File: config.mk
export PLATFORM = sky130hd
export DESIGN_NAME = tsic_ctrl
export DESIGN_NICKNAME = d
export VERILOG_FILES = /design/src/include/tsic_pkg.sv /design/src/rtl/tsic_ctrl.sv
export VERILOG_INCLUDE_DIRS = /design/src /design/src/include
export SDC_FILE = /design/constraint.sdc
export NUM_CORES = 1
export LEC_CHECK = 0
export BUFFER_PORTS_ARGS = -buffer_cell sky130_fd_sc_hd__buf_4
export CORE_MARGIN = 2
export CORE_UTILIZATION = 60
export DETAILED_ROUTE_END_ITERATION = 8
export HOLD_SLACK_MARGIN = 0.05
export PLACE_DENSITY = 0.91
export SLEW_MARGIN = 5
export SYNTH_ARGS = -nofsm -noshare
export SYNTH_HDL_FRONTEND = slang
export SYNTH_SLANG_ARGS = --single-unit
export TNS_END_PERCENT = 20
File: constraint.sdc
create_clock -name sys_clk -period 4.65 [get_ports sys_clk]
set_clock_uncertainty 0.1 [all_clocks]
set_input_delay 0.6975 -clock sys_clk [delete_from_list [all_inputs] [get_ports sys_clk]]
set_output_delay 0.6975 -clock sys_clk [all_outputs]
set_load 0.1 [all_outputs]
File: src/include/tsic_defines.svh
// register offsets, field positions, vectors and stack sizes of the interrupt controller
`ifndef TSIC_DEFINES_SVH
`define TSIC_DEFINES_SVH
`define TSIC_CTRL_ADDR 8'h0B
`define TSIC_STATUS_ADDR 8'h0C
`define TSIC_MASK_ADDR 8'h0D
`define TSIC_BIT_GIE 0
`define TSIC_BIT_EXT_EN 1
`define TSIC_BIT_T0_EN 2
`define TSIC_BIT_T1_EN 3
`define TSIC_BIT_EXT_F 4
`define TSIC_BIT_T0_F 5
`define TSIC_BIT_T1_F 6
`define TSIC_CTRL_RESET 8'h00
`define TSIC_VEC_EXT 13'h0004
`define TSIC_VEC_T0 13'h0008
`define TSIC_VEC_T1 13'h000C
`define TSIC_STACK_DEPTH 16
`define TSIC_SP_W 5
`define TSIC_EVT_W 4
`endif

File: src/include/tsic_pkg.sv
// types shared by the interrupt controller
package tsic_pkg;
  // request from the core sequencer side
  typedef struct packed {
    logic ret_plain;
    logic ret_reenable;
    logic call;
    logic halt_enter;
  } tsic_core_s;
  typedef enum logic [2:0] {
    TSIC_RUN = 3'b001,
    TSIC_HALT = 3'b010,
    TSIC_WAKE = 3'b100
  } tsic_state_e;
endpackage

File: src/rtl/tsic_ctrl.sv
// three source interrupt controller with return stack and halt wake-up
// Summary of operation
// - falling edge on external pin sets external request flag, bit 4
// - pending enabled external request calls vector 04H, clears flag and global enable
// - timer 0 overflow sets bit 5; acknowledged at vector 08H, clears flag and enable
// - timer 1 overflow sets bit 6; acknowledged at vector 0CH, clears flag and enable
// - no acknowledge while stack full; request waits for a return
// - with global enable clear, new requests only set flags
// - software re-enabling inside a routine allows nested acknowledge if stack has room
// - acknowledge pushes only the program counter onto the stack
// - interrupt return sets global enable; plain return leaves it alone
// - requests between two phase-two pulses are serviced at the later pulse
// - priority: external first, then timer 0, then timer 1
// - global enable clear masks all sources, flags still recorded
// - flags stay set until acknowledged or cleared by software
// - bits 0 to 3 are enables, global in bit 0; bit 7 reads zero
// - any of the three sources whose flag was clear at halt entry wakes the device from halt
// - return stack holds 16 entries; full when all occupied
// - flag already set at halt entry does not wake for that source
//
// Chosen here: the strobed register port.
`timescale 1ns/10ps
`include "tsic_defines.svh"
module tsic_ctrl (
  input wire logic sys_clk,
  input wire logic reset,
  input wire logic [7:0] reg_addr,
  input wire logic [7:0] reg_wdata,
  input wire logic reg_wr,
  input wire logic reg_rd,
  output logic [7:0] reg_rdata,
  input wire logic ext_irq_n,
  input wire logic timer0_ovf,
  input wire logic timer1_ovf,
  input wire logic phase_two_pulse,
  input wire tsic_pkg::tsic_core_s core_req,
  input wire logic [12:0] pc_in,
  output logic ack,
  output logic [12:0] ack_vector,
  output logic [12:0] ret_pc,
  output logic ret_valid,
  output logic stack_full,
  output logic halted,
  output logic wake,
  output logic irq
);
  logic ext_sync_r;
  logic [7:0] ctrl_r;
  logic [3:0] status_r;
  logic [3:0] mask_r;
  logic [2:0] wake_block_r;
  logic [`TSIC_SP_W-1:0] sp_r;
  logic [3:0] wp_r;
  logic [12:0] stack_r [0:`TSIC_STACK_DEPTH-1];
  tsic_pkg::tsic_state_e state_r;
  logic [2:0] evt;
  logic [2:0] en;
  logic [2:0] pend;
  logic [2:0] grant;
  logic ack_now;
  logic ctrl_wr;
  logic push;
  logic pop;
  logic [3:0] evt_ctl;
  logic [7:0] ctrl_nxt;

  // one-hot fixed priority pick
  function automatic logic [2:0] tsic_pick(input logic [2:0] req);
    tsic_pick = 3'h0;
    if (req[0]) begin
      tsic_pick = 3'h1;
    end else if (req[1]) begin
      tsic_pick = 3'h2;
    end else if (req[2]) begin
      tsic_pick = 3'h4;
    end
  endfunction

  // edge detection of the external pin; pin is taken as synchronous
  always_ff @(posedge sys_clk) begin
    if (reset) begin
      ext_sync_r <= 1'b1;
    end else begin
      ext_sync_r <= ext_irq_n;
    end
  end

  assign evt[0] = ext_sync_r & ~ext_irq_n;
  assign evt[1] = timer0_ovf;
  assign evt[2] = timer1_ovf;
  assign ctrl_wr = reg_wr && (reg_addr == `TSIC_CTRL_ADDR);
  assign en = {ctrl_r[`TSIC_BIT_T1_EN], ctrl_r[`TSIC_BIT_T0_EN], ctrl_r[`TSIC_BIT_EXT_EN]};
  assign stack_full = (sp_r == `TSIC_SP_W'(`TSIC_STACK_DEPTH));
  // acknowledge only on the phase pulse, with global enable set and room on the stack
  assign pend = ctrl_r[6:4] & en & {3{ctrl_r[`TSIC_BIT_GIE]}};
  assign grant = tsic_pick(pend);
  assign ack_now = phase_two_pulse && (|pend) && !stack_full && !core_req.call;

  // control register next value; hardware set comes last so it beats both clears
  always_comb begin
    ctrl_nxt = ctrl_r;
    if (ctrl_wr) begin
      ctrl_nxt = {1'b0, reg_wdata[6:0]};
    end
    if (ack_now) begin
      ctrl_nxt[6:4] = ctrl_nxt[6:4] & ~grant;
      ctrl_nxt[`TSIC_BIT_GIE] = 1'b0;
    end
    if (core_req.ret_reenable) begin
      ctrl_nxt[`TSIC_BIT_GIE] = 1'b1;
    end
    ctrl_nxt[6:4] = ctrl_nxt[6:4] | evt;
  end

  // control register: enables and request flags
  always_ff @(posedge sys_clk) begin
    if (reset) begin
      ctrl_r <= `TSIC_CTRL_RESET;
    end else begin
      ctrl_r <= ctrl_nxt;
    end
  end

  // return stack; only program counter values are kept
  assign push = ack_now || core_req.call;
  assign pop = (core_req.ret_plain || core_req.ret_reenable) && (sp_r != '0);
  always_ff @(posedge sys_clk) begin
    if (reset) begin
      sp_r <= '0;
      wp_r <= 4'h0;
    end else begin
      if (push) begin
        wp_r <= wp_r + 4'h1; // oldest entry overwritten on plain call overflow
        if (!stack_full) begin
          sp_r <= sp_r + `TSIC_SP_W'(1);
        end
      end else if (pop) begin
        wp_r <= wp_r - 4'h1;
        sp_r <= sp_r - `TSIC_SP_W'(1);
      end
    end
  end

  always_ff @(posedge sys_clk) begin
    if (push) begin
      stack_r[wp_r] <= pc_in;
    end
  end

  // acknowledge outputs and return data
  always_ff @(posedge sys_clk) begin
    if (reset) begin
      ack <= 1'b0;
      ack_vector <= 13'h0000;
      ret_pc <= 13'h0000;
      ret_valid <= 1'b0;
    end else begin
      ack <= ack_now;
      ret_valid <= pop;
      if (ack_now) begin
        ack_vector <= grant[0] ? `TSIC_VEC_EXT : (grant[1] ? `TSIC_VEC_T0 : `TSIC_VEC_T1);
      end
      if (pop) begin
        ret_pc <= stack_r[wp_r - 4'h1];
      end
    end
  end

  // halt and wake; flags already set at halt entry do not wake
  always_ff @(posedge sys_clk) begin
    if (reset) begin
      state_r <= tsic_pkg::TSIC_RUN;
      wake_block_r <= 3'h0;
    end else begin
      case (state_r)
        tsic_pkg::TSIC_RUN: begin
          if (core_req.halt_enter) begin
            wake_block_r <= ctrl_r[6:4];
            state_r <= tsic_pkg::TSIC_HALT;
          end
        end
        tsic_pkg::TSIC_HALT: begin
          if (|(evt & ~wake_block_r)) begin
            state_r <= tsic_pkg::TSIC_WAKE;
          end
        end
        tsic_pkg::TSIC_WAKE: begin
          state_r <= tsic_pkg::TSIC_RUN;
        end
        default: begin
          state_r <= tsic_pkg::TSIC_RUN;
        end
      endcase
    end
  end
  assign halted = (state_r == tsic_pkg::TSIC_HALT);
  assign wake = (state_r == tsic_pkg::TSIC_WAKE);

  // sticky event status for system interrupt line, write one to clear
  assign evt_ctl = {ack_now, evt};
  always_ff @(posedge sys_clk) begin
    if (reset) begin
      status_r <= 4'h0;
      mask_r <= 4'h0;
    end else begin
      if (reg_wr && reg_addr == `TSIC_MASK_ADDR) begin
        mask_r <= reg_wdata[3:0];
      end
      if (reg_wr && reg_addr == `TSIC_STATUS_ADDR) begin
        status_r <= (status_r & ~reg_wdata[3:0]) | evt_ctl; // set beats clear
      end else begin
        status_r <= status_r | evt_ctl;
      end
    end
  end
  assign irq = |(status_r & mask_r);

  // read port, data valid the cycle after the strobe; unmapped reads zero
  always_ff @(posedge sys_clk) begin
    if (reset) begin
      reg_rdata <= 8'h00;
    end else if (reg_rd) begin
      case (reg_addr)
        `TSIC_CTRL_ADDR: reg_rdata <= {1'b0, ctrl_r[6:0]};
        `TSIC_STATUS_ADDR: reg_rdata <= {4'h0, status_r};
        `TSIC_MASK_ADDR: reg_rdata <= {4'h0, mask_r};
        default: reg_rdata <= 8'h00;
      endcase
    end else begin
      reg_rdata <= 8'h00;
    end
  end
endmodule

# Yosys cells after proc, flatten, opt, wreduce, memory -nomap -nowiden
# Memories as Yosys holds them, arrays and structs flattened. A register that Yosys moved wholly into a read port is not among the register bits.
# Cells that the tools add are included.
dict set report totals {
  reg_bits 54
  mem_bits_rw 208
  word_cells 86
  memories 1
}
# memory words width rd rd_ports_with_merged_regs write_ports line_no
set memory_table {}
lappend memory_table {stack_r 16 13 1 1 1 tsic_ctrl.sv:54} ;# logic [12:0] stack_r [0:`TSIC_STACK_DEPTH-1];
dict set report classes {
  addsub 4
  n_eq_ne 10
  muxes 21
  bitwise_logic 15
  reduce_logical 21
}
# operator n
set ops {}
lappend ops {{8-bit by 4-bit equality test with 1-bit output (second input constant)} 3}
lappend ops {{3-bit 2-to-1 mux} 7}
lappend ops {{7-bit one-hot mux with 3 select lines} 1}
lappend ops {{4-bit 2-to-1 mux} 4}
lappend ops {{5-bit 2-to-1 mux} 3}
lappend ops {{3-bit AND} 4}
lappend ops {{4-bit AND} 2}
lappend ops {{4-bit OR} 2}
lappend ops {{1-bit logical AND} 7}
lappend ops {{7-bit 2-to-1 mux} 1}
lappend ops {{3-bit inverter} 2}
lappend ops {{3-bit one-hot mux with 2 select lines} 1}
lappend ops {{2-bit AND reduction} 3}
lappend ops {{3-bit OR reduction} 2}
lappend ops {{5-bit by 1-bit adder with 5-bit output (second input constant)} 1}
lappend ops {{5-bit equality test (second input constant)} 1}
lappend ops {{5-bit nonzero test} 1}
lappend ops {{5-bit by 1-bit subtractor with 5-bit output (second input constant)} 1}
lappend ops {{4-bit by 1-bit adder with 4-bit output (second input constant)} 1}
lappend ops {{1-bit 2-to-1 mux} 4}
lappend ops {{2-bit != test (second input constant)} 2}
lappend ops {{4-bit inverter} 1}
lappend ops {{4-bit OR reduction} 1}
lappend ops {{4-bit by 1-bit subtractor with 4-bit output (second input constant)} 1}
lappend ops {{12 further kinds} 15}

# Logic depth before layout (Yosys ltp)
dict set report depth {
  depth_word 9
  mapped_depth 10
  mapped_depth_nobuf 10
}

# Least setup slack after synthesis
# No wires, ideal clock.
dict set report synth_path {
  kind {register to output}
  from {register state_r[2]}
  to {output port wake}
  arrival_time_ns 2.586
  t_required_ns 3.853
  slack_ns 1.267
  path_stages_with_launch 2
  n_path_buf 0
  cell_sequence {dfxtp_1 > nor3b_1}
}
dict set report synth_between {
  elab_chain_len 1
}
# element line_no
set synth_rtl {}
lappend synth_rtl {{start: declaration} tsic_ctrl.sv:55} ;# tsic_pkg::tsic_state_e state_r;
lappend synth_rtl {{start signal: assignment} tsic_ctrl.sv:172} ;# state_r <= tsic_pkg::TSIC_RUN;
lappend synth_rtl {{start signal: assignment} tsic_ctrl.sv:179} ;# state_r <= tsic_pkg::TSIC_HALT;
lappend synth_rtl {{start signal: assignment} tsic_ctrl.sv:184} ;# state_r <= tsic_pkg::TSIC_WAKE;
lappend synth_rtl {{3-bit equality test} tsic_ctrl.sv:197} ;# assign wake = (state_r == tsic_pkg::TSIC_WAKE);
lappend synth_rtl {{end: declaration} tsic_ctrl.sv:44} ;# output logic wake,
# Every way passes these cells.

# Worst setup path in the final report
dict set report layout_path {
  from {register ctrl_r[6]}
  to {register sp_r[4]}
}
dict set report layout_between {
  elab_chain_len 9
  word_cells_on_any_way 11
  cone_classes {eq/ne (1); mux (1); bitwise (2); reduce/logical (7)}
}
# element line_no
set layout_rtl {}
lappend layout_rtl {{start: declaration} tsic_ctrl.sv:48} ;# logic [7:0] ctrl_r;
lappend layout_rtl {{start signal: assignment} tsic_ctrl.sv:118} ;# ctrl_r <= `TSIC_CTRL_RESET;
lappend layout_rtl {{start signal: assignment} tsic_ctrl.sv:120} ;# ctrl_r <= ctrl_nxt;
lappend layout_rtl {{3-bit AND (*) (2 in series)} tsic_ctrl.sv:95} ;# assign pend = ctrl_r[6:4] & en & {3{ctrl_r[`TSIC_BIT_GIE]}};
lappend layout_rtl {{3-bit OR reduction (*)} tsic_ctrl.sv:97} ;# assign ack_now = phase_two_pulse && (|pend) && !stack_full && !core_req.call;
lappend layout_rtl {{1-bit logical AND (*) (3 in series)} tsic_ctrl.sv:97}
lappend layout_rtl {{1-bit logical OR (*)} tsic_ctrl.sv:125} ;# assign push = ack_now || core_req.call;
lappend layout_rtl {{2-bit != test (no line) or 2-bit nonzero test (tied branches)} n/a}
lappend layout_rtl {{2-bit AND reduction (no line)} n/a}
lappend layout_rtl {{end signal: assignment} tsic_ctrl.sv:135} ;# sp_r <= sp_r + `TSIC_SP_W'(1);
lappend layout_rtl {{end signal: assignment} tsic_ctrl.sv:139} ;# sp_r <= sp_r - `TSIC_SP_W'(1);
lappend layout_rtl {{end: declaration} tsic_ctrl.sv:52} ;# logic [`TSIC_SP_W-1:0] sp_r;
# Every way passes the cells marked *; elsewhere a longest branch is shown, timed or not.
# A chain may end at the register's enable or synchronous reset.

==> flow_summary.ini <==
[synthesis]
ys_seq_area_frac = 0.706
synth_top_area_cell = edfxtp_1
synth_area_um2 = 10400
synth_edf_count = 208
synthFlopType = edfxtp_1
yosysMostFrequentCell = edfxtp_1
async_flop_share = 0
yosys-top-cells-count = 208 x edfxtp_1, 65 x mux4_2, 55 x dfxtp_1
synth_cell_type_count = 52
yosys-top-cells-area = edfxtp_1 60%, mux4_2 14%, dfxtp_1 11%
synth_warnings = 0
netlist.area_leader.share = 0.600
ys_ff_latch = 263
synth_area_per_cell_um2 = 17.7
syn_inst = 588

[grt]
gr-total-overflow = 0
antenna_found_initial = 0
grt_max_degree = 57
grt_first_pass_wirelength_um = 36400
track_usage = 0.271
grt_pass1_vias = 6038

[pwr]
power_density_nw_per_um2 = 621
p_leak_nw = 4.05
ir_worst_vdd_v = 0.000340

[sta]
slew_violations = 0
relSlewSlack = 0.127
grt_setup_unrepaired = no
fin_tns_setup_ns = 0
setup_viol = 0
fmax_mhz = 285
timing.hold.ws_ns = 0.275
period_needed_ns = 3.51
hold_violations = 0
tightest_slew_ns = 1.31
finalCritPeriodShare = 0.755

[placement]
place.gp.congestion = 0.851
port_buffers = 67
dp.cells = 858
hpwl_um = 13300
placed_area_um2 = 11100

[routing]
vias = 5993
drc = 0
dr.pass1.iters = 6
drtAntennaViolNets = 0
wl_per_cell_um = 27.0
via_per_inst = 6.61
drt-total-wl_um = 24500
first_iter_violations = 607

[critical_path]
crit_path_cell_trace = a222oi_1 -> a211o_2 -> nand2_1 -> xnor2_1 -> ha_1 -> or3_1 -> a21oi_1 -> nor3_1 -> a211oi_1 -> mux2_2
cpMaxStageDelayCell = a222oi_1
crit_buf_inv = 0
crit_fanout = 6
endpoint_kind = register
crit_arrival_ns = 3.82
path_class = reg2reg
required_ns = 4.96
worst_path_dominant_cell_family = compound AO/OA/AOI/OAI gates
cpPeakStageDelay_ns = 0.83
start_kind = register

[job]
drv_cap = 0

[clock_tree]
numCtsBuffers = 26
ctsResizeCount = 0
clk_path_buf_depth = 3
cts_htree_levels = 1
cts_root_buf = clkbuf_16
cts_tree = built
post_cts_buffers = 0
clkTransAtPathRegs_ns = 0.06
ctsHoldBuffers = 0
insertion_delay_ns = 0.54
cts_sinks = 263

[final_layout]
syn2layout_area_growth_pct = 14.5
num_antenna_cells = 0
final_cells = 906
finalInstanceArea_um2 = 11900
fin_nets = 709
drive_gt1_frac = 0.283
seq_area_um2 = 7350
fillers = 994
multiInputGateArea_um2 = 2860

[run_status]
outcome = completed

[floorplanning]
coreArea_um2 = 17100
die_x_um = 136
die_area_um2 = 18400
io_pins = 81
std_cell_rows = 48
fp.dieH_um = 136
initial_core_util = 0.608

[min_path]
hp-class = in2reg
[worst reg2reg max path, delay by kind of cell (launching register included)]
kind | cells | cell delay (ns)
AND/OR/NAND/NOR | 3 | 0.59
flip-flops | 1 | 0.36
adder cells (fa/ha/maj) | 1 | 0.23
multiplexers | 1 | 0.37
XOR/XNOR | 1 | 0.19
AO/OA/AOI/OAI | 4 | 1.55
[flip-flops by register name, summed over array words and instances, names as in the netlist]
register and flops:
ack 1, ack_vector 2, ctrl_r 7, ext_sync_r 1
mask_r 4, reg_rdata 7, ret_pc 13, ret_valid 1
sp_r 5, stack_r 208, state_r 3, status_r 4
wake_block_r 3, wp_r 4
[cells in the final DEF (no fill, tap or decap), types with 3 or more instances in the layout]
cell type / count
edfxtp_1: 208
buf_4: 72
mux4_2: 65
dfxtp_1: 54
nor2_1: 35
clkbuf_16: 26
a21oi_1: 21
and2_1: 18
nand2_1: 16
inv_1: 14
a22o_1: 13
conb_1: 12
nand3_1: 10
clkbuf_1: 8
a22oi_1: 7
mux2i_1: 7
nor3_1: 6
o21ai_0: 6
mux2_2: 6
ha_1: 6
clkbuf_8: 6
a2111oi_0: 5
nor2b_1: 5
xnor2_1: 4
nor4_1: 4
nand2b_1: 3
nor3b_1: 3
nand4_1: 3
[metrics by stage]
step | worst slack [ns] | total power, mW | utilization
after CTS | 1.31 | 7.40 | 0.696
after detailed placement | 1.40 | 5.35 | 0.648
final | 1.14 | 7.40 | 0.696
after global placement | 1.53 | 5.23 | 0.648
after global routing | 1.01 | 7.61 | 0.696
after floorplan | 1.27 | 4.75 | -
[final timing paths]
path                     startpoint                     end  slack, ns  depth (start not counted)
max reg2reg    ctrl_r[6]$_SDFF_PP0_    sp_r[4]$_SDFFE_PP0P_       1.14                         10
min reg2reg  ret_pc[5]$_SDFFE_PP0P_  ret_pc[5]$_SDFFE_PP0P_       0.39                          1
max            ctrl_r[6]$_SDFF_PP0_    sp_r[4]$_SDFFE_PP0P_       1.14                         10
min                       ext_irq_n   ext_sync_r$_SDFF_PP1_       0.27                          2
[per-layer routing]
metal / up-vias / track usage / wire, um
met3: 102 / 0.0397 / 1810
met5: - / 0 / 0
met4: 0 / 0.110 / 974
met2: 407 / 0.476 / 13000
li1: 2465 / - / -
met1: 3019 / 0.343 / 8760
[report_power, final]
| group | internal [mW] | switching (mW) |
|---|---|---|
| Combinational | 1.06 | 1.41 |
| Sequential | 2.78 | 0.132 |
| Clock | 1.15 | 0.868 |
[logic make-up after synthesis]
group,after synthesis,share of synthesized area
other cells,1,0.000360
flops,263,0.706
fa+ha+maj,7,0.00841
xor+xnor,6,0.00505
buf+inv,52,0.0243
mux,79,0.155
simple gates,114,0.0567
compound gates,66,0.0447
[final cells by class]
type | count | share of cell area
flip-flops and latches | 263 | 0.617
well taps | 225 | 0.0236
inverters | 14 | 0.00441
repair buffers | 72 | 0.0453
clock buffers | 42 | 0.0649
multi-input cells | 284 | 0.240
clock inverters | 6 | 0.00493
(Power assumes the default switching activity.)
